`src/verilog/sws_pkg.sv`:
```
// Constants and types shared by the supply and watchdog supervisor
package sws_pkg;

	// ----------------------------------------------------------------
	// Clock and timing
	// ----------------------------------------------------------------
	localparam int unsigned CLK_HZ          = 20_000_000;  // Core clock rate
	localparam int unsigned CYC_PER_MS      = CLK_HZ / 1000;
	localparam int unsigned LONG_WINDOW_MS  = 200;         // Long open window
	localparam int unsigned RESET_DELAY_MS  = 10;          // Reset delay, plain default
	localparam int unsigned LONG_WINDOW_CYC = LONG_WINDOW_MS * CYC_PER_MS;
	localparam int unsigned RESET_DELAY_CYC = RESET_DELAY_MS * CYC_PER_MS;
	localparam int          CNT_W           = 23;          // Holds either count

	// ----------------------------------------------------------------
	// Register byte offsets
	// ----------------------------------------------------------------
	localparam logic [4:0] OFS_WAKE_CTRL = 5'h00;  // wake_control_reg
	localparam logic [4:0] OFS_WDOG_CFG  = 5'h04;  // wdog_config_reg
	localparam logic [4:0] OFS_MODE_CTRL = 5'h08;  // Mode control
	localparam logic [4:0] OFS_STATUS    = 5'h0c;  // Sticky flags, write one to clear
	localparam logic [4:0] OFS_STATE     = 5'h10;  // Live state, read only

	// ----------------------------------------------------------------
	// Field positions
	// ----------------------------------------------------------------
	localparam int WK_KEY_A_BIT    = 0;  // stop_wd_disable_key_a
	localparam int WK_BUS_START_BIT = 1; // bus_wake_wdog_start_en
	localparam int WK_AUX_KEEP_BIT = 2;  // aux_reg_keep_on_low_supply
	localparam int WD_KEY_B_BIT    = 0;  // stop_wd_disable_key_b
	localparam int WD_TRIG_BIT     = 1;  // Watchdog trigger
	localparam int MC_MODE_LSB     = 0;  // Two-bit mode field
	localparam int MC_OV_RST_BIT   = 2;  // main_rail_high_restart_en
	localparam logic [1:0] SOFT_RESET_CMD = 2'h3;

	// Status flag positions
	localparam int FL_POR       = 0;
	localparam int FL_SUP_LOW   = 1;
	localparam int FL_SW_LOW    = 2;
	localparam int FL_SW_HIGH   = 3;
	localparam int FL_PREWARN   = 4;
	localparam int FL_MAIN_LOW  = 5;
	localparam int FL_LOW_FS    = 6;
	localparam int FL_MAIN_HIGH = 7;

	// ----------------------------------------------------------------
	// Reset value and rail-low fail-safe count
	// ----------------------------------------------------------------
	localparam logic BUS_START_RST = 1'b1;
	localparam logic [2:0] UV_FAILSAFE_CNT = 3'h4;

	// ----------------------------------------------------------------
	// Mode codes from the mode state machine
	// ----------------------------------------------------------------
	localparam logic [2:0] MODE_INIT     = 3'h0;
	localparam logic [2:0] MODE_NORMAL   = 3'h1;
	localparam logic [2:0] MODE_STOP     = 3'h2;
	localparam logic [2:0] MODE_SLEEP    = 3'h3;
	localparam logic [2:0] MODE_RESTART  = 3'h4;
	localparam logic [2:0] MODE_FAILSAFE = 3'h5;

	// ----------------------------------------------------------------
	// Asynchronous input vector positions
	// ----------------------------------------------------------------
	localparam int IN_POR     = 0;
	localparam int IN_SUP_UV  = 1;
	localparam int IN_SW_UV   = 2;
	localparam int IN_SW_OV   = 3;
	localparam int IN_WARN    = 4;
	localparam int IN_RAIL_UV = 5;
	localparam int IN_RAIL_OV = 6;
	localparam int IN_CFG     = 7;
	localparam int IN_CAN_WK  = 8;
	localparam int IN_LIN1_WK = 9;
	localparam int IN_LIN2_WK = 10;
	localparam int IN_W       = 11;

	// Reset output sequencer
	typedef enum logic [2:0] {
		RS_HOLD  = 3'b001,
		RS_DELAY = 3'b010,
		RS_RUN   = 3'b100
	} sws_rst_t;

endpackage

```
`src/verilog/sws_supervisor.sv`:
```
// Supply and watchdog supervisor with Avalon-MM register access
//
// Behaviour
// - Stop-mode watchdog disable needs two keys, normal mode
// - Sequence violation clears the second key
// - Stop trigger or normal return restarts watchdog, clears keys
// - Key A already set is cleared on restart
// - Bus wake in stop restarts disabled watchdog
// - Bus-wake start enable writable only in normal
// - Wake raises interrupt, pulls receive output low
// - Power-on reset sets flag, defaults all registers
// - Reset output held until rail good plus delay
// - Supply below power-on level resets everything
// - Supply low flag; aux regulator off unless kept
// - Supply low suspends rail short-circuit protection
// - Switch supply low disables LIN, sets flag
// - Switch supply high sets flag only
// - Rail prewarning sets flag only
// - Rail low drives reset, flag, restart
// - Fourth rail-low event forces fail-safe
// - Counter clears on fail-safe, flag clear, soft reset
// - Rail overvoltage flag, init and normal only
// - Overvoltage restart with pin high, auto-clear enable
// - Overvoltage restart with pin low enters fail-safe
// - Long open window lasts 200 ms
// - Mode field write 11 requests soft reset
//
// The address map and the Avalon-MM interface to the registers were decided locally.
`timescale 1ns/1ps
`default_nettype none

module sws_supervisor #(
	parameter int unsigned LONG_WINDOW_CYCLES = sws_pkg::LONG_WINDOW_CYC,
	parameter int unsigned RESET_DELAY_CYCLES = sws_pkg::RESET_DELAY_CYC
) (
	input  wire logic                      core_clk_in,
	input  wire logic                      rst_n_in,
	// Avalon-MM slave
	input  wire logic [4:0]                avs_address_in,
	input  wire logic                      avs_read_in,
	input  wire logic                      avs_write_in,
	input  wire logic [31:0]               avs_writedata_in,
	output var  logic [31:0]               avs_readdata_out,
	output var  logic                      avs_waitrequest_out,
	// Mode from the mode state machine, same clock
	input  wire logic [2:0]                sbc_mode_in,
	// Analogue comparators and pins, asynchronous
	input  wire logic [sws_pkg::IN_W-1:0]  monitor_in,
	// Supervision outputs
	output var  logic                      reset_output_n_out,
	output var  logic                      failure_outputs_out,
	output var  logic                      restart_req_out,
	output var  logic                      failsafe_req_out,
	output var  logic                      soft_reset_out,
	output var  logic                      wdog_enabled_out,
	output var  logic                      wdog_start_out,
	output var  logic                      long_window_out,
	output var  logic                      wake_irq_out,
	output var  logic                      can_rxd_low_out,
	output var  logic [1:0]                lin_rxd_low_out,
	output var  logic                      lin_disable_out,
	output var  logic                      aux_regulator_off_out,
	output var  logic                      main_rail_sc_en_out
);
	import sws_pkg::*;

	// ----------------------------------------------------------------
	// State record
	// ----------------------------------------------------------------
	typedef struct packed {
		logic [IN_W-1:0]  s1;            // Synchroniser stage one
		logic [IN_W-1:0]  s2;            // Stage two
		logic [IN_W-1:0]  s3;            // Stage three
		logic [IN_W-1:0]  flt;           // Accepted levels
		sws_rst_t         rst_st;        // Reset output sequencer
		logic [CNT_W-1:0] rd_cnt;        // Reset delay count
		logic [CNT_W-1:0] lw_cnt;        // Long window count
		logic             key_a;         // stop_wd_disable_key_a
		logic             key_b;         // stop_wd_disable_key_b
		logic             bus_start_en;  // bus_wake_wdog_start_en
		logic             aux_keep;      // aux_reg_keep_on_low_supply
		logic             ov_rst_en;     // main_rail_high_restart_en
		logic [7:0]       flags;         // Sticky status
		logic [2:0]       uv_cnt;        // Rail-low event count
		logic [2:0]       prev_mode;     // Mode one cycle ago
		logic             wd_on;         // Watchdog running
		logic             lw_act;        // Long window running
		logic             reset_n;       // reset_output level
		logic             fail_out;      // failure_outputs level
		logic             restart_req;   // Pulse
		logic             failsafe_req;  // Pulse
		logic             wd_start;      // Pulse
		logic             soft_rst;      // Pulse
		logic             wake_irq;      // Pulse
		logic             can_rxd_low;   // CAN receive held low
		logic [1:0]       lin_rxd_low;   // LIN receive held low
		logic             lin_dis;       // LIN transceivers off
		logic             aux_off;       // Aux regulator off
		logic             sc_en;         // Rail short-circuit protection on
		logic             avs_wait;      // Waitrequest level
		logic [31:0]      rdata;         // Read data
	} sws_state_t;

	sws_state_t st;       // Registered state
	sws_state_t next_st;  // Next state

	// ----------------------------------------------------------------
	// Helpers
	// ----------------------------------------------------------------
	// Software-visible registers back to their power-on values
	function automatic sws_state_t reg_defaults(input sws_state_t s);
		sws_state_t r;
		r = s;
		r.key_a        = 1'b0;
		r.key_b        = 1'b0;
		r.bus_start_en = BUS_START_RST;
		r.aux_keep     = 1'b0;
		r.ov_rst_en    = 1'b0;
		r.flags        = 8'h00;
		r.uv_cnt       = 3'h0;
		r.fail_out     = 1'b0;
		return r;
	endfunction

	// Whole state at reset
	function automatic sws_state_t reset_value();
		sws_state_t r;
		r = '0;
		r.rst_st   = RS_HOLD;
		r.avs_wait = 1'b1;
		r.sc_en    = 1'b1;
		r.wd_on    = 1'b1;
		r = reg_defaults(r);
		return r;
	endfunction

	// Write-one-to-clear, blocked while the cause persists
	function automatic logic flag_clr(input logic wr, input logic d, input logic busy);
		return wr & d & ~busy;
	endfunction

	// Register read mux
	function automatic logic [31:0] read_reg(input sws_state_t s, input logic [4:0] a);
		logic [31:0] r;
		r = 32'h0000_0000;
		case (a)
			OFS_WAKE_CTRL: begin
				r[WK_KEY_A_BIT]     = s.key_a;
				r[WK_BUS_START_BIT] = s.bus_start_en;
				r[WK_AUX_KEEP_BIT]  = s.aux_keep;
			end
			OFS_WDOG_CFG:  r[WD_KEY_B_BIT] = s.key_b;
			OFS_MODE_CTRL: r[MC_OV_RST_BIT] = s.ov_rst_en;
			OFS_STATUS:    r[7:0] = s.flags;
			OFS_STATE:     r[9:0] = {s.uv_cnt, s.wd_on, s.lw_act, s.reset_n,
						s.fail_out, s.rst_st};
			default:       r = 32'h0000_0000;  // Unmapped reads zero
		endcase
		return r;
	endfunction

	// ----------------------------------------------------------------
	// Next-state logic
	// ----------------------------------------------------------------
	always_comb begin
		logic [IN_W-1:0] lv;     // Accepted levels this cycle
		logic [IN_W-1:0] rise;   // Rising edges
		logic [IN_W-1:0] fall;   // Falling edges
		logic            go;     // Bus access completes
		logic            wr;     // Write completes
		logic            trig;   // Watchdog trigger write
		logic            n_norm; // Normal mode
		logic            n_stop; // Stop mode
		logic            lw_go;  // Start long window
		logic            wake;   // Any bus wake
		logic [31:0]     d;      // Write data
		next_st = st;
		next_st.restart_req  = 1'b0;
		next_st.failsafe_req = 1'b0;
		next_st.wd_start     = 1'b0;
		next_st.soft_rst     = 1'b0;
		next_st.wake_irq     = 1'b0;
		next_st.prev_mode    = sbc_mode_in;
		lw_go = 1'b0;
		trig  = 1'b0;
		d     = avs_writedata_in;
		n_norm = (sbc_mode_in == MODE_NORMAL);
		n_stop = (sbc_mode_in == MODE_STOP);

		// Three-stage synchroniser; a change counts once stages two and three agree
		next_st.s1  = monitor_in;
		next_st.s2  = st.s1;
		next_st.s3  = st.s2;
		next_st.flt = (~(st.s2 ^ st.s3) & st.s3) | ((st.s2 ^ st.s3) & st.flt);
		lv   = next_st.flt;
		rise = lv & ~st.flt;
		fall = ~lv & st.flt;
		wake = rise[IN_CAN_WK] | rise[IN_LIN1_WK] | rise[IN_LIN2_WK];

		// Bus handshake: one wait cycle, then the access completes
		go = (avs_read_in | avs_write_in) & ~st.avs_wait;
		wr = avs_write_in & go;
		next_st.avs_wait = st.avs_wait ? ~(avs_read_in | avs_write_in) : 1'b1;
		if (avs_read_in && st.avs_wait) begin
			next_st.rdata = read_reg(st, avs_address_in);
		end

		// Register writes
		if (wr) begin
			case (avs_address_in)
				OFS_WAKE_CTRL: begin
					// Writing key A again while set restarts the sequence
					if (d[WK_KEY_A_BIT] && st.key_a) begin
						next_st.key_a = 1'b0;
					end else begin
						next_st.key_a = d[WK_KEY_A_BIT] & n_norm;
					end
					if (n_norm) begin
						next_st.bus_start_en = d[WK_BUS_START_BIT];
					end
					next_st.aux_keep = d[WK_AUX_KEEP_BIT];
				end
				OFS_WDOG_CFG: begin
					// Key B only counts after key A, in normal mode
					if (d[WD_KEY_B_BIT] && st.key_a && n_norm) begin
						next_st.key_b = 1'b1;
					end else begin
						next_st.key_b = 1'b0;
					end
					trig = d[WD_TRIG_BIT];
				end
				OFS_MODE_CTRL: begin
					next_st.ov_rst_en = d[MC_OV_RST_BIT];
					// Soft reset honoured in normal or stop only
					if (d[MC_MODE_LSB +: 2] == SOFT_RESET_CMD && (n_norm || n_stop)) begin
						next_st = reg_defaults(next_st);
						next_st.soft_rst = 1'b1;
						next_st.uv_cnt   = 3'h0;
					end
				end
				OFS_STATUS: begin
					// Condition flags clear only once the condition has gone
					if (flag_clr(1'b1, d[FL_SUP_LOW], lv[IN_SUP_UV]))
						next_st.flags[FL_SUP_LOW] = 1'b0;
					if (flag_clr(1'b1, d[FL_SW_LOW], lv[IN_SW_UV]))
						next_st.flags[FL_SW_LOW] = 1'b0;
					if (flag_clr(1'b1, d[FL_SW_HIGH], lv[IN_SW_OV]))
						next_st.flags[FL_SW_HIGH] = 1'b0;
					if (flag_clr(1'b1, d[FL_MAIN_LOW], 1'b0)) begin
						next_st.flags[FL_MAIN_LOW] = 1'b0;
						next_st.uv_cnt = 3'h0;
					end
					next_st.flags[FL_POR]       = st.flags[FL_POR] & ~d[FL_POR];
					next_st.flags[FL_PREWARN]   = st.flags[FL_PREWARN] & ~d[FL_PREWARN];
					next_st.flags[FL_LOW_FS]    = st.flags[FL_LOW_FS] & ~d[FL_LOW_FS];
					next_st.flags[FL_MAIN_HIGH] = st.flags[FL_MAIN_HIGH] & ~d[FL_MAIN_HIGH];
				end
				default: ;  // Unmapped writes are dropped
			endcase
		end

		// ------------------------------------------------------------
		// Watchdog stop-mode handling
		// ------------------------------------------------------------
		// Entering stop with both keys turns the watchdog off
		if (n_stop && st.prev_mode != MODE_STOP && st.key_a && st.key_b) begin
			next_st.wd_on = 1'b0;
		end
		// Trigger in stop, or return to normal, restarts it
		if ((n_stop && trig && !st.wd_on) ||
		    (n_norm && st.prev_mode == MODE_STOP)) begin
			lw_go = 1'b1;
		end
		// Bus wake restarts a disabled watchdog when allowed
		if (n_stop && wake && st.bus_start_en && !st.wd_on) begin
			lw_go = 1'b1;
		end
		// Wake signalling towards the host
		if (n_stop && wake) begin
			next_st.wake_irq = 1'b1;
		end
		if (n_stop) begin
			next_st.can_rxd_low = st.can_rxd_low | rise[IN_CAN_WK];
			next_st.lin_rxd_low = st.lin_rxd_low | rise[IN_LIN2_WK:IN_LIN1_WK];
		end else begin
			next_st.can_rxd_low = 1'b0;
			next_st.lin_rxd_low = 2'h0;
		end

		// ------------------------------------------------------------
		// Supply conditions
		// ------------------------------------------------------------
		// Level flags follow the condition; set wins over clear
		next_st.flags[FL_SUP_LOW] = next_st.flags[FL_SUP_LOW] | lv[IN_SUP_UV];
		next_st.flags[FL_SW_LOW]  = next_st.flags[FL_SW_LOW] | lv[IN_SW_UV];
		next_st.flags[FL_SW_HIGH] = next_st.flags[FL_SW_HIGH] | lv[IN_SW_OV];
		next_st.aux_off = lv[IN_SUP_UV] & ~next_st.aux_keep;
		next_st.sc_en   = ~lv[IN_SUP_UV];
		next_st.lin_dis = lv[IN_SW_UV];
		if (rise[IN_WARN] && sbc_mode_in != MODE_SLEEP) begin
			next_st.flags[FL_PREWARN] = 1'b1;
		end

		// Rail undervoltage: reset, flag, restart, count
		if (rise[IN_RAIL_UV] && sbc_mode_in != MODE_SLEEP) begin
			next_st.reset_n = 1'b0;
			next_st.rst_st  = RS_HOLD;
			next_st.flags[FL_MAIN_LOW] = 1'b1;
			next_st.restart_req = 1'b1;
			// Counting pauses in normal while the supply is low
			if ((sbc_mode_in == MODE_INIT || n_stop || n_norm) &&
			    !(n_norm && lv[IN_SUP_UV])) begin
				next_st.uv_cnt = 3'(next_st.uv_cnt + 3'h1);
				if (next_st.uv_cnt == UV_FAILSAFE_CNT) begin
					next_st.failsafe_req = 1'b1;
					next_st.flags[FL_LOW_FS] = 1'b1;
					next_st.uv_cnt = 3'h0;
				end
			end
		end
		// Entry into fail-safe clears the counter
		if (sbc_mode_in == MODE_FAILSAFE && st.prev_mode != MODE_FAILSAFE) begin
			next_st.uv_cnt = 3'h0;
		end

		// Rail overvoltage, watched in init and normal only
		if (rise[IN_RAIL_OV] && (sbc_mode_in == MODE_INIT || n_norm)) begin
			next_st.flags[FL_MAIN_HIGH] = 1'b1;
			if (st.ov_rst_en) begin
				next_st.fail_out = 1'b1;
				if (lv[IN_CFG]) begin
					// Restart runs the delay even if overvoltage stays
					next_st.restart_req = 1'b1;
					next_st.ov_rst_en   = 1'b0;
					next_st.reset_n     = 1'b0;
					next_st.rst_st      = RS_DELAY;
					next_st.rd_cnt      = CNT_W'(RESET_DELAY_CYCLES);
				end else begin
					next_st.failsafe_req = 1'b1;
				end
			end
		end

		// ------------------------------------------------------------
		// Reset output sequencer
		// ------------------------------------------------------------
		case (next_st.rst_st)
			RS_HOLD: begin
				next_st.reset_n = 1'b0;
				// Wait for the rail to come good before timing
				if (!lv[IN_RAIL_UV] && !lv[IN_POR]) begin
					next_st.rst_st = RS_DELAY;
					next_st.rd_cnt = CNT_W'(RESET_DELAY_CYCLES);
				end
			end
			RS_DELAY: begin
				next_st.reset_n = 1'b0;
				if (next_st.rd_cnt <= CNT_W'(1)) begin
					next_st.rst_st  = RS_RUN;
					next_st.reset_n = 1'b1;
					lw_go = 1'b1;
				end else begin
					next_st.rd_cnt = CNT_W'(next_st.rd_cnt - CNT_W'(1));
				end
			end
			RS_RUN: next_st.reset_n = 1'b1;
			default: begin
				next_st.rst_st  = RS_HOLD;
				next_st.reset_n = 1'b0;
			end
		endcase

		// ------------------------------------------------------------
		// Long open window
		// ------------------------------------------------------------
		if (lw_go) begin
			next_st.wd_on    = 1'b1;
			next_st.wd_start = 1'b1;
			next_st.key_a    = 1'b0;
			next_st.key_b    = 1'b0;
			next_st.lw_cnt   = CNT_W'(LONG_WINDOW_CYCLES);
		end else if (st.lw_cnt != '0) begin
			next_st.lw_cnt = CNT_W'(st.lw_cnt - CNT_W'(1));
		end
		next_st.lw_act = (next_st.lw_cnt != '0);

		// ------------------------------------------------------------
		// Supply below power-on level: everything back to defaults
		// ------------------------------------------------------------
		if (lv[IN_POR]) begin
			next_st = reg_defaults(next_st);
			next_st.rst_st       = RS_HOLD;
			next_st.reset_n      = 1'b0;
			next_st.wd_on        = 1'b1;
			next_st.lw_cnt       = '0;
			next_st.lw_act       = 1'b0;
			next_st.restart_req  = 1'b0;
			next_st.failsafe_req = 1'b0;
		end
		// Supply back above the power-on level
		if (fall[IN_POR]) begin
			next_st.flags[FL_POR] = 1'b1;
		end

		// Fail-safe wins when both requests coincide
		if (next_st.failsafe_req) begin
			next_st.restart_req = 1'b0;
		end
	end

	// ----------------------------------------------------------------
	// State register, synchronous active-low reset
	// ----------------------------------------------------------------
	always_ff @(posedge core_clk_in) begin
		if (!rst_n_in) begin
			st <= reset_value();
		end else begin
			st <= next_st;
		end
	end

	// ----------------------------------------------------------------
	// Outputs, each a state field
	// ----------------------------------------------------------------
	assign avs_readdata_out      = st.rdata;
	assign avs_waitrequest_out   = st.avs_wait;
	assign reset_output_n_out    = st.reset_n;
	assign failure_outputs_out   = st.fail_out;
	assign restart_req_out       = st.restart_req;
	assign failsafe_req_out      = st.failsafe_req;
	assign soft_reset_out        = st.soft_rst;
	assign wdog_enabled_out      = st.wd_on;
	assign wdog_start_out        = st.wd_start;
	assign long_window_out       = st.lw_act;
	assign wake_irq_out          = st.wake_irq;
	assign can_rxd_low_out       = st.can_rxd_low;
	assign lin_rxd_low_out       = st.lin_rxd_low;
	assign lin_disable_out       = st.lin_dis;
	assign aux_regulator_off_out = st.aux_off;
	assign main_rail_sc_en_out   = st.sc_en;

endmodule // sws_supervisor

`default_nettype wire

```
`config.mk`:
```
export PLATFORM = sky130hd
export DESIGN_NAME = sws_supervisor
export DESIGN_NICKNAME = d
export VERILOG_FILES = /design/src/verilog/sws_pkg.sv /design/src/verilog/sws_supervisor.sv
export SDC_FILE = /design/constraint.sdc
export NUM_CORES = 1
export LEC_CHECK = 0
export BUFFER_PORTS_ARGS = -buffer_cell sky130_fd_sc_hd__buf_2
export CORE_ASPECT_RATIO = 0.8
export CORE_MARGIN = 8
export CORE_UTILIZATION = 50
export DETAILED_ROUTE_END_ITERATION = 12
export PLACE_DENSITY = 0.74
export SETUP_SLACK_MARGIN = 0.3
export SYNTH_ARGS = -nofsm -noshare
export SYNTH_HDL_FRONTEND = slang
export SYNTH_SLANG_ARGS = --single-unit
export TNS_END_PERCENT = 50
```
`constraint.sdc`:
```
create_clock -name core_clk_in -period 4.1 [get_ports core_clk_in]
set_input_delay 0.41 -clock core_clk_in [delete_from_list [all_inputs] [get_ports core_clk_in]]
set_output_delay 0.41 -clock core_clk_in [all_outputs]
set_load 0.01 [all_outputs]
```
* After elaboration in Yosys (flattened, before gate mapping)
Cells that the tools add are included.
** Storage, ports and cells
- Register bits :: 160
- Input bits :: 55
** Cells by class
- Add/subtract/negate cells :: 3
- Magnitude comparators :: 1
- Equal/unequal tests :: 23
- Mux-type cells :: 67
- Bitwise logic cells :: 39
- Reduce and logical (&&, ||, !) cells :: 54
** Operator list (number)
- $mux W26 :: 4
- $mux W23 :: 3
- $mux W67 :: 1
- $mux W64 :: 1
- $mux W55 :: 1
- $mux W51 :: 1
- $pmux W23 S2 :: 1
- $reduce_bool A23 Y1 :: 2
- $sub A23 B1 Y23 const B :: 2
- $and A11 B11 Y11 :: 3
- $mux W32 :: 1
- $mux W1 :: 30
- $mux W3 :: 10
- $le A23 B1 Y1 const B :: 1
- $not A11 Y11 :: 2
- $pmux W11 S2 :: 1
- $logic_and A1 B1 Y1 :: 20
- $ne A3 B3 Y1 const B :: 5
- $reduce_and A3 Y1 :: 5
- $and A1 B1 Y1 :: 12
- $not A1 Y1 :: 12
- $reduce_bool A3 Y1 :: 4
- $or A11 B11 Y11 :: 1
- $xor A11 B11 Y11 :: 1
- 29 further kinds :: 63

* Depth between registers and ports, before layout
Gate-level depths: netlist of the first run.
- Depth in word-level cells :: 19
- Mapped depth :: 13
- Depth with buffers taken out :: 11

* Least setup slack after synthesis of the first run
OpenSTA, ideal clock, no wires.
- Path kind :: input-to-reg
- Start point :: input sbc_mode_in[2]
- End point :: register st[94] (netlist name)
- Setup time :: 0.127 ns
- Data arrival time :: 2.733 ns
- Required time :: 3.973 ns
- Slack :: 1.240 ns
- Stages :: 12
- Buffers on the path :: 2
- Cells stage by stage :: clkbuf_1 > and4bb_2 > nand3_1 > clkbuf_1 > nand2_1 > ha_1 > o21ai_0 > nor4_4 > nor2_2 > nand2_1 > o311ai_0 > a21oi_1
** Between the ends
- Cells in the longest elaborated chain, start to end :: 8
- Elaborated cells on any way between the ends :: 17
- Classes of those cells :: 1 x add/sub; 1 x order compare; 4 x eq/ne; 7 x mux; 4 x reduce/logical
** RTL lines
- start: declaration :: RTL line sws_supervisor.sv:46 : input wire logic [2:0] sbc_mode_in,
- $ne A3 B2 Y1 :: RTL line sws_supervisor.sv:305 : if (rise[IN_RAIL_UV] && sbc_mode_in != MODE_SLEEP) begin
- $logic_and A1 B1 Y1 :: RTL line sws_supervisor.sv:305
- $mux W3 :: RTL line sws_supervisor.sv:305
- $mux W26 :: RTL line sws_supervisor.sv:331 : if (lv[IN_CFG]) begin
- $mux W26 :: RTL line sws_supervisor.sv:329 : if (st.ov_rst_en) begin
- $mux W26 * :: RTL line sws_supervisor.sv:327 : if (rise[IN_RAIL_OV] && (sbc_mode_in == MODE_INIT || n_norm)) begin
- branches (longest 1 deep; another with $sub A23 B1 Y23)
- $pmux W23 S2 * :: RTL line sws_supervisor.sv:347 : case (next_st.rst_st)
- end signal: assignment :: RTL line sws_supervisor.sv:416 : st <= reset_value();
- end signal: assignment :: RTL line sws_supervisor.sv:418 : st <= next_st;
- end: declaration :: RTL line sws_supervisor.sv:104 : sws_state_t st;
Every way passes the cells marked *.
A chain may end at the register's enable or synchronous reset.

* Worst setup path in the final report of the first run
- Start point :: register st[145] (netlist name)
- End point :: register st[110] (netlist name)
** Between the ends
- Cells in the longest elaborated chain, start to end :: 10
- Elaborated cells on any way between the ends :: 15
- Classes of those cells :: 1 x add/sub; 1 x order compare; 2 x eq/ne; 6 x mux; 5 x bitwise
** RTL lines
- $xor A11 B11 Y11 * :: RTL line sws_supervisor.sv:194 : next_st.flt = (~(st.s2 ^ st.s3) & st.s3) | ((st.s2 ^ st.s3) & st.flt);
- $not A11 Y11 :: RTL line sws_supervisor.sv:194
- $and A11 B11 Y11 :: RTL line sws_supervisor.sv:194
- $or A11 B11 Y11 * :: RTL line sws_supervisor.sv:194
- $mux W26 * :: RTL line sws_supervisor.sv:331
- $mux W26 * :: RTL line sws_supervisor.sv:329
- $mux W26 * :: RTL line sws_supervisor.sv:327
- $sub A23 B1 Y23 / $le A23 B1 Y1 (equally long branches) :: RTL line sws_supervisor.sv:363, sws_supervisor.sv:358
- $mux W23 :: RTL line sws_supervisor.sv:358 : if (next_st.rd_cnt <= CNT_W'(1)) begin
- $pmux W23 S2 * :: RTL line sws_supervisor.sv:347
Mark *: on every way between the ends. The rest lies on a longest branch, timed or not.

==> results.sh, run 1 <==
export IMPL_outcome="complete, no violations"
export IMPL_drt_total_wl_mm=14.44
export IMPL_relSlewSlack_pct=37.88
export IMPL_track_usage_pct=18.28
export IMPL_synth_edf_count=0
export IMPL_period_share_pct=76.45
export IMPL_peakVddDrop_mv=0.3732
export IMPL_clkLatencyLatePin_ns=0.42
export IMPL_drv_slew=0
export IMPL_final_cell_mix="dfxtp_1 (137), nor2_1 (78), a21oi_1 (62)"
export IMPL_cp_max_fo=11
export IMPL_dpl_hpwl_mm=10.44
export IMPL_row_count=36
export IMPL_critical_path_class="reg -> reg"
export IMPL_cts_max_level=4
export IMPL_viasPerCell=5.646
export IMPL_nets=816
export IMPL_die_area_um2=16010
export IMPL_grt_max_degree=49
export IMPL_r2r_setup_slack_ns=0.97
export IMPL_p_leak_nw=2.704
export IMPL_synth_area_top_cells="dfxtp_1 (45%), a21oi_1 (5.1%), nor2_1 (4.8%)"
export IMPL_cts_buffers=17
export IMPL_clockBufferDepth=2
export IMPL_worst_pin_slew_ns=0.9319
export IMPL_postCtsHoldBufs=0
export IMPL_syn_inst=712
export IMPL_drt_pass1_iterations=5
export IMPL_initial_core_util_pct=50.71
export IMPL_fmax_mhz=319.0
export IMPL_cp_required_ns=4.39
export IMPL_ant_nets=0
export IMPL_ctsResizeCount=0
export IMPL_cts_setup_buffers=0
export IMPL_drive_gt1_share_pct=13.93
export IMPL_synth_seq_cells=137
export IMPL_synth_flop_cell="dfxtp_1"
export IMPL_syn_avg_cell_area_um2=8.565
export IMPL_grt_pass1_wl_mm=23.69
export IMPL_dpl_cell_area_um2=6329
export IMPL_cts_tree="built"
export IMPL_fin_worst_skew_ns=0.008500
export IMPL_min_path_type="in -> reg"
export IMPL_routedWlPerCell_um=15.70
export IMPL_rsz0062_at_grt="false"
export IMPL_antenna_found_initial=0
export IMPL_p_per_area_nw_per_um2=600.9
export IMPL_area_growth_pct=13.01
export IMPL_seq_area_frac_synth_pct=44.97
export IMPL_drc_errors=0
export IMPL_portBuffers=56
export IMPL_yosys_warnings=0
export IMPL_final_common_cell="dfxtp_1"
export IMPL_drt_iter0_drc=376
export IMPL_setup_violations=0
export IMPL_yosys_area_top_type_share_pct=44.97
export IMPL_die_w_um=139.5
export IMPL_cts_root_buf="clkbuf_16"
export IMPL_gp_congestion=0.8737
export IMPL_clkSinkCount=137
export IMPL_dieHeight_um=114.8
export IMPL_clkTransAtPathRegs_ns=0.06
export IMPL_post_synth_top_area_cell="dfxtp_1"
export IMPL_diodes=0
export IMPL_arrival_ns=3.42
export IMPL_max_cap_violations=0
export IMPL_grt_pass1_vias=4951
export IMPL_dr_total_vias=5194
export IMPL_async_flop_share_pct=0
export IMPL_fp_coreArea_um2=12030
export IMPL_grt_overflow_total=0
export IMPL_finalInstanceArea_um2=6892
export IMPL_cp_start_kind="register"
export IMPL_setup_tns_ns=0
export IMPL_end_kind="register"
export IMPL_finish_utilization_pct=57.30
export IMPL_synth_cell_types=58
export IMPL_netlist_area_um2=6098
export IMPL_hold_violations=0
export IMPL_timing_final_crit_period_ns=3.134
export IMPL_io_pins=103
[state kept, by name, indices dropped and copies added (netlist names)]
signal	flops
avs_readdata_out	10
avs_waitrequest_out	1
main_rail_sc_en_out	1
wdog_enabled_out	1
soft_reset_out	1
failsafe_req_out	1
restart_req_out	1
can_rxd_low_out	1
lin_rxd_low_out	2
long_window_out	1
st	112
wdog_start_out	1
reset_output_n_out	1
aux_regulator_off_out	1
wake_irq_out	1
failure_outputs_out	1
[final cells by class]
type                       count  area [µm²]
inverter                      11       41.29
sequential                   137        2743
clock buffer                  20       446.7
tap                          152       190.2
clock inverter                12       116.4
multi-input combinational    528        3044
fill                        1070        5135
timing repair buffer          60       310.3
[metal layers]
metal / GRT usage (%) / wire length [µm]
met1: 23.34 / 6871
met2: 28.18 / 6186
met3: 5.228 / 1050
met4: 8.753 / 331
met5: 0 / 0
[worst paths after layout]
kind | cells after the start | end | from
max reg2reg | 9 | st[110] | st[145]
max | 9 | st[110] | st[145]
min reg2reg | 1 | st[147] | st[158]
min | 2 | st[156] | monitor_in[7]
[power by group]
group	switching, mW	internal, mW	leakage [nW]
sequential	0.151	1.47	1.12
clock	0.596	0.856	0.260
combinational	0.622	0.443	1.33
[worst max-delay path: stages (launching register included)]
cell	delay, ns
dfxtp_1	0.32
maj3_1	0.33
nand3_1	0.38
nand2_1	0.24
ha_1	0.24
o21ai_0	0.18
nor4_1	0.64
nand2_1	0.23
o311ai_0	0.33
a21oi_1	0.10
[cell families after synthesis]
logic type | count (synthesis) | synth area share (%)
mux | 8 | 1.375
xor+xnor | 24 | 3.447
compound gates | 138 | 13.50
simple gates | 326 | 28.35
other cells | 1 | 0.06149
buf+inv | 68 | 6.401
fa+ha+maj | 10 | 1.888
flops | 137 | 44.97
[Yosys cell counts, drive strengths merged (7+ instances only)]
master / instances
a22oi: 7
nor2: 79
nor3: 26
nand3: 25
a31oi: 7
buf: 38
clkbuf: 19
nor4: 19
a21oi: 62
xnor2: 12
and3: 11
inv: 10
xor2: 12
dfxtp: 137
nand3b: 9
nand2: 58
and2: 43
o21ai: 26
nand2b: 9
nor2b: 8
nand4: 11
[stage by stage]
stage,hold slack [ns],power [mW],setup slack [ns],instances
5_1_grt,0.1945,4.377,0.6369,920
3_3_place_gp,0.4174,2.649,0.8477,888
2_1_floorplan,0.4119,2.480,1.240,733
6_report,0.1982,4.141,0.9657,920
3_5_place_dp,0.4177,2.692,0.7367,888
4_1_cts,0.1862,4.153,0.9829,920
Power figures use the tool's default switching activity.
==> run 2, diff against run 1 <==
--- a/config.mk
+++ b/config.mk
@@ -5,12 +5,13 @@
 export SDC_FILE = /design/constraint.sdc
 export NUM_CORES = 1
 export LEC_CHECK = 0
+export ABC_AREA = 1
 export BUFFER_PORTS_ARGS = -buffer_cell sky130_fd_sc_hd__buf_2
 export CORE_ASPECT_RATIO = 0.8
 export CORE_MARGIN = 8
 export CORE_UTILIZATION = 50
 export DETAILED_ROUTE_END_ITERATION = 12
-export PLACE_DENSITY = 0.74
+export PLACE_DENSITY = 0.73
 export SETUP_SLACK_MARGIN = 0.3
 export SYNTH_ARGS = -nofsm -noshare
 export SYNTH_HDL_FRONTEND = slang
==> constraint.sdc (replaced) <==
create_clock -name core_clk_in -period 3 [get_ports core_clk_in]
set_input_delay 0.3 -clock core_clk_in [delete_from_list [all_inputs] [get_ports core_clk_in]]
set_output_delay 0.3 -clock core_clk_in [all_outputs]
set_load 0.01 [all_outputs]
==> run 2 against run 1 <==
Total power up 60%. Final cell count up 36%. Non-clock buffer count up 17. Count of clock-buffer cells in the layout down 1. Fmax up 26%. Sequential share of layout area down 5.0 points. Final area up 14%. Critical path type unchanged.
==> results.sh, run 2 <==
export IMPL_outcome="complete, no violations"
export IMPL_fmax_mhz=402.5
export IMPL_synth_seq_cells=137
export IMPL_async_flop_share_pct=0
export IMPL_period_share_pct=82.83
export IMPL_hold_violations=0
export IMPL_setup_tns_ns=0
export IMPL_gp_congestion=0.9246
export IMPL_ant_nets=0
export IMPL_drt_pass1_iterations=5
export IMPL_critical_path_class="reg -> reg"
export IMPL_p_switching_mw=2.504
export IMPL_cts_max_level=4
export IMPL_nets=1116
export IMPL_post_synth_top_count_cell="nand2_1"
export IMPL_row_count=38
export IMPL_cp_max_fo=14
export IMPL_arrival_ns=2.85
export IMPL_grt_pass1_vias=5769
export IMPL_drv_slew=0
export IMPL_dpl_hpwl_mm=12.81
export IMPL_clkTransAtPathRegs_ns=0.06
export IMPL_finish_utilization_pct=58.33
export IMPL_rsz0062_at_grt="false"
export IMPL_syn_inst=991
export IMPL_dr_total_vias=6276
export IMPL_syn_avg_cell_area_um2=6.923
export IMPL_area_growth_pct=14.81
export IMPL_netlist_area_um2=6860
export IMPL_hold_path_startpoint="monitor_in[8]"
export IMPL_p_per_area_nw_per_um2=842.4
export IMPL_track_usage_pct=19.88
export IMPL_grt_max_degree=57
export IMPL_portBuffers=56
export IMPL_setup_violations=0
export IMPL_final_cell_mix="nand2_1 (225), inv_1 (140), nor2_1 (140)"
export IMPL_synth_flop_cell="dfxtp_1"
export IMPL_routedWlPerCell_um=13.81
export IMPL_fin_hold_ws_ns=0.04797
export IMPL_p_leak_nw=4.018
export IMPL_timing_final_crit_period_ns=2.485
export IMPL_io_pins=103
export IMPL_peakVddDrop_mv=0.5084
export IMPL_drc_errors=0
export IMPL_grt_pass1_wl_mm=28.40
export IMPL_drive_gt1_share_pct=14.34
export IMPL_diodes=0
export IMPL_internal_power_mw=4.131
export IMPL_final_common_cell="nand2_1"
export IMPL_die_area_um2=17750
export IMPL_clkLatencyLatePin_ns=0.43
export IMPL_grt_overflow_total=0
export IMPL_swShare_pct=37.74
export IMPL_viasPerCell=5.033
export IMPL_clockBufferDepth=2
export IMPL_relSlewSlack_pct=58.68
export IMPL_regMostFlops="st"
export IMPL_cts_root_buf="clkbuf_16"
export IMPL_reg2reg_from="st[145]"
export IMPL_antenna_found_initial=0
export IMPL_pwr_share_clk_pct=32.2
export IMPL_pwr_share_comb_pct=34.7
export IMPL_cts_tree="built"
export IMPL_synth_edf_count=0
export IMPL_seq_power_share_pct=33.1
export IMPL_min_path_type="in -> reg"
export IMPL_fin_worst_skew_ns=0.01030
export IMPL_max_cap_violations=0
export IMPL_worstSetupStartpoint="st[145]"
export IMPL_synth_common_cells="nand2_1 (226), nor2_1 (142), inv_1 (140)"
export IMPL_clkSinkCount=137
export IMPL_worst_pin_slew_ns=0.6142
export IMPL_post_synth_top_area_cell="dfxtp_1"
export IMPL_synth_cell_types=50
export IMPL_drt_total_wl_mm=17.23
export IMPL_dieHeight_um=120.8
export IMPL_end_kind="register"
export IMPL_cp_start_kind="register"
export IMPL_seq_area_frac_synth_pct=39.98
export IMPL_yosys_area_top_type_share_pct=39.98
export IMPL_drt_iter0_drc=559
export IMPL_synth_area_top_cells="dfxtp_1 (40%), nand2_1 (12%), nor2_1 (7.8%)"
export IMPL_cts_buffers=17
export IMPL_initial_core_util_pct=50.81
export IMPL_fp_coreArea_um2=13500
export IMPL_largest_reg_flops=112
export IMPL_cp_required_ns=3.37
export IMPL_die_w_um=147.0
export IMPL_yosys_warnings=0
[run 2: cell count changes after synthesis, sizes merged, moves of 8 or more]
| cell | change |
|---|---|
| nand2b | -9 |
| nor4 | -15 |
| nand2 | +174 |
| and3 | -10 |
| and2 | -42 |
| clkbuf | -9 |
| nand4 | +8 |
| nor2 | +81 |
| nor2b | -8 |
| nand3 | +23 |
| o21ai | +13 |
| inv | +134 |
[run 2: kinds of logic after synthesis]
family	after synthesis	share of synthesized area, %
compound gates	133	11.38
xor+xnor	22	2.809
fa+ha+maj	6	1.094
buf+inv	199	13.33
flops	137	39.98
other cells	1	0.05466
simple gates	493	31.35
[run 2: power groups by stage]
stage               sequential (mW)  combinational [mW]  clock [mW]
floorplan                      2.18                1.79           0
global placement               2.22                2.20           0
detailed placement             2.22                2.22           0
CTS                            2.19                2.24        2.18
global route                   2.22                2.60        2.25
finish                         2.19                2.30        2.14
[run 2: layer usage]
metal	vias up	GRT usage [%]	wire, µm
li1	3213	-	-
met1	2816	28.40	8709
met2	224	28.76	7044
met3	23	4.780	1233
met4	0	6.612	240
met5	-	0	0
[run 2: worst max-delay path: stages, from the launching register on]
cell and delay, ns:
dfxtp_1 0.39, nand2_1 0.08, nand2_1 0.07, nand3_1 0.25
nor2_2 0.24, buf_4 0.19, nor2_1 0.09, nand2_1 0.10
nand3_2 0.23, inv_2 0.21, buf_4 0.23, nand4_1 0.10
o21ai_1 0.09, o21ai_1 0.08, inv_1 0.07
[run 2: worst paths after layout]
kind,cells past startpoint,endpoint,slack [ns]
max,14,st[100],0.52
min,3,st[157],0.05
max reg2reg,14,st[100],0.52
min reg2reg,2,st[144],0.41
[run 2: per-stage QoR]
stage	worst slack, ns	power, mW	cells	cell area, µm²
3_5_place_dp	0.2656	4.441	1211	7201
6_report	0.5152	6.635	1247	7876
2_1_floorplan	0.7874	3.972	1012	6939
5_1_grt	0.2879	7.072	1247	7876
3_3_place_gp	0.3044	4.423	1211	7201
4_1_cts	0.3831	6.605	1242	7801
[run 2: repair_timing]
item,in CTS,in global routing
setup endpoints to repair,0,41
buffers inserted,0,5
hold buffers,0,0
gates resized for setup,0,7
[run 2: final cells by class]
class                      count  area, µm²
clock buffer                  19      432.9
clock inverter                12      167.7
fill                        1274       5627
inverter                     146      553.0
multi-input combinational    676       3304
sequential                   137       2743
tap                          180      225.2
timing repair buffer          77      450.4
==> run 3, diff against run 2 <==
==> constraint.sdc (replaced) <==
create_clock -name core_clk_in -period 2.3 [get_ports core_clk_in]
set_input_delay 0.23 -clock core_clk_in [delete_from_list [all_inputs] [get_ports core_clk_in]]
set_output_delay 0.23 -clock core_clk_in [all_outputs]
set_load 0.01 [all_outputs]
==> run 3 against run 2 <==
Final area is 18% higher. Register-to-register slack worse by 0.53 ns. Final cell count is 7.8% higher. Sequential share of layout area is 5.2 points lower. Critical endpoint is now st[91]. The flow now finishes with violations (setup timing). Critical path depth is 2 higher. Worst hold slack worse by 0.035 ns.
==> results.sh, run 3 (synthesis results as in run 2) <==
export IMPL_outcome="finished with violations"
export IMPL_violations="setup timing"
export IMPL_fmax_mhz=432.7
export IMPL_cp_required_ns=2.65
export IMPL_drt_iter0_drc=832
export IMPL_dpl_hpwl_mm=13.49
export IMPL_ant_nets=0
export IMPL_clkLatencyLatePin_ns=0.42
export IMPL_finish_utilization_pct=68.77
export IMPL_grt_max_degree=57
export IMPL_final_common_cell="nand2_1"
export IMPL_worstSetupStartpoint="st[145]"
export IMPL_reg2reg_from="st[145]"
export IMPL_drv_slew=0
export IMPL_clkSinkCount=137
export IMPL_p_leak_nw=4.588
export IMPL_track_usage_pct=21.06
export IMPL_fin_hold_ws_ns=0.01278
export IMPL_r2r_setup_slack_ns=-0.01
export IMPL_cp_max_fo=11
export IMPL_end_kind="register"
export IMPL_antenna_found_initial=0
export IMPL_p_per_area_nw_per_um2=1036
export IMPL_fin_worst_skew_ns=0.01023
export IMPL_grt_overflow_total=0
export IMPL_min_path_type="in -> reg"
export IMPL_cts_buffers=17
export IMPL_setup_violations=6
export IMPL_timing_final_crit_period_ns=2.311
export IMPL_grt_pass1_vias=6072
export IMPL_cp_start_kind="register"
export IMPL_relSlewSlack_pct=61.32
export IMPL_die_w_um=147.0
export IMPL_worst_pin_slew_ns=0.5803
export IMPL_drc_errors=0
export IMPL_setup_ws_ns=-0.01123
export IMPL_drt_pass1_iterations=6
export IMPL_routedWlPerCell_um=15.45
export IMPL_io_pins=103
export IMPL_nets=1212
export IMPL_die_area_um2=17750
export IMPL_cts_max_level=4
export IMPL_final_cell_mix="nand2_1 (200), dfxtp_1 (131), inv_1 (129)"
export IMPL_dieHeight_um=120.8
export IMPL_rsz0062_at_grt="true"
export IMPL_finalInstanceArea_um2=9286
export IMPL_diodes=0
export IMPL_cts_root_buf="clkbuf_16"
export IMPL_clkTransAtPathRegs_ns=0.07
export IMPL_clockBufferDepth=2
export IMPL_portBuffers=56
export IMPL_drt_total_wl_mm=20.76
export IMPL_cts_tree="built"
export IMPL_initial_core_util_pct=50.81
export IMPL_period_share_pct=100.5
export IMPL_grt_pass1_wl_mm=30.17
export IMPL_peakVddDrop_mv=0.7305
export IMPL_hold_path_startpoint="avs_read_in"
export IMPL_largest_reg_flops=112
export IMPL_fillers=1069
export IMPL_row_count=38
export IMPL_hold_violations=0
export IMPL_post_place_ws_ns=-0.09482
export IMPL_arrival_ns=2.66
export IMPL_dr_total_vias=7015
export IMPL_regMostFlops="st"
export IMPL_critical_path_class="reg -> reg"
export IMPL_viasPerCell=5.219
export IMPL_area_growth_pct=35.36
export IMPL_drive_gt1_share_pct=30.50
export IMPL_fp_coreArea_um2=13500
export IMPL_max_cap_violations=0
export IMPL_dpl_cell_area_um2=7617
export IMPL_gp_congestion=0.9306
[run 3: path summary, 6_finish.rpt]
path                          to  cells past startpoint
max reg2reg               st[91]                     16
max                       st[91]                     16
min          avs_waitrequest_out                      2
min reg2reg              st[144]                      2
[run 3: layout make-up]
| class | instances | area [µm²] | area share (%) |
|---|---|---|---|
| Multi-Input combinational cell | 678 | 3895 | 41.94 |
| Sequential cell | 137 | 2755 | 29.67 |
| Timing Repair Buffer | 169 | 1254 | 13.50 |
| Inverter | 146 | 576.8 | 6.211 |
| Clock buffer | 18 | 439.2 | 4.729 |
| Tap cell | 180 | 225.2 | 2.425 |
| Clock inverter | 14 | 127.6 | 1.374 |
| Timing Repair inverter | 2 | 13.76 | 0.1482 |
[run 3: metal layers]
metal | share of wire, % | GRT usage, % | up-vias
li1 | - | - | 3414
met1 | 44 | 29.42 | 3203
met2 | 43 | 30.46 | 343
met3 | 9.9 | 6.199 | 55
met4 | 2.7 | 6.929 | 0
met5 | 0 | 0 | -
[run 3: power by group]
part	total, mW	switching [mW]	internal, mW
clock network	2.61	1.16	1.46
logic	4.13	2.49	1.64
registers	2.87	0.240	2.63
total	9.62	3.88	5.73
[run 3: critical path: stages, from the launching register on]
cell and delay [ns]:
dfxtp_4 0.38, nand2_4 0.06, nand2_4 0.08, nand2_4 0.06
nor2_4 0.13, nand2_4 0.12, buf_12 0.17, o21ai_4 0.09
nand3_1 0.14, nor2_1 0.20, nand2_2 0.14, nand2_8 0.14
nor2_4 0.09, buf_4 0.16, nor2_4 0.09, nand2_1 0.07
a21oi_2 0.12
[run 3: repair_timing]
action	in CTS	in global routing
hold buffers	11	0
endpoints found under the hold margin	11	0
pin swaps	22	64
setup endpoints to repair	58	61
setup buffers	8	27
cloned	3	1
gates resized for setup	37	156
[run 3: through the flow]
stage	setup TNS, ns	power [mW]	std cells
3_3_place_gp	-0.3143	6.103	1262
5_1_grt	-3.121	10.19	1344
4_1_cts	0	8.917	1316
6_report	-0.03736	9.616	1344
2_1_floorplan	0	5.186	1012
3_5_place_dp	-0.2661	6.136	1262
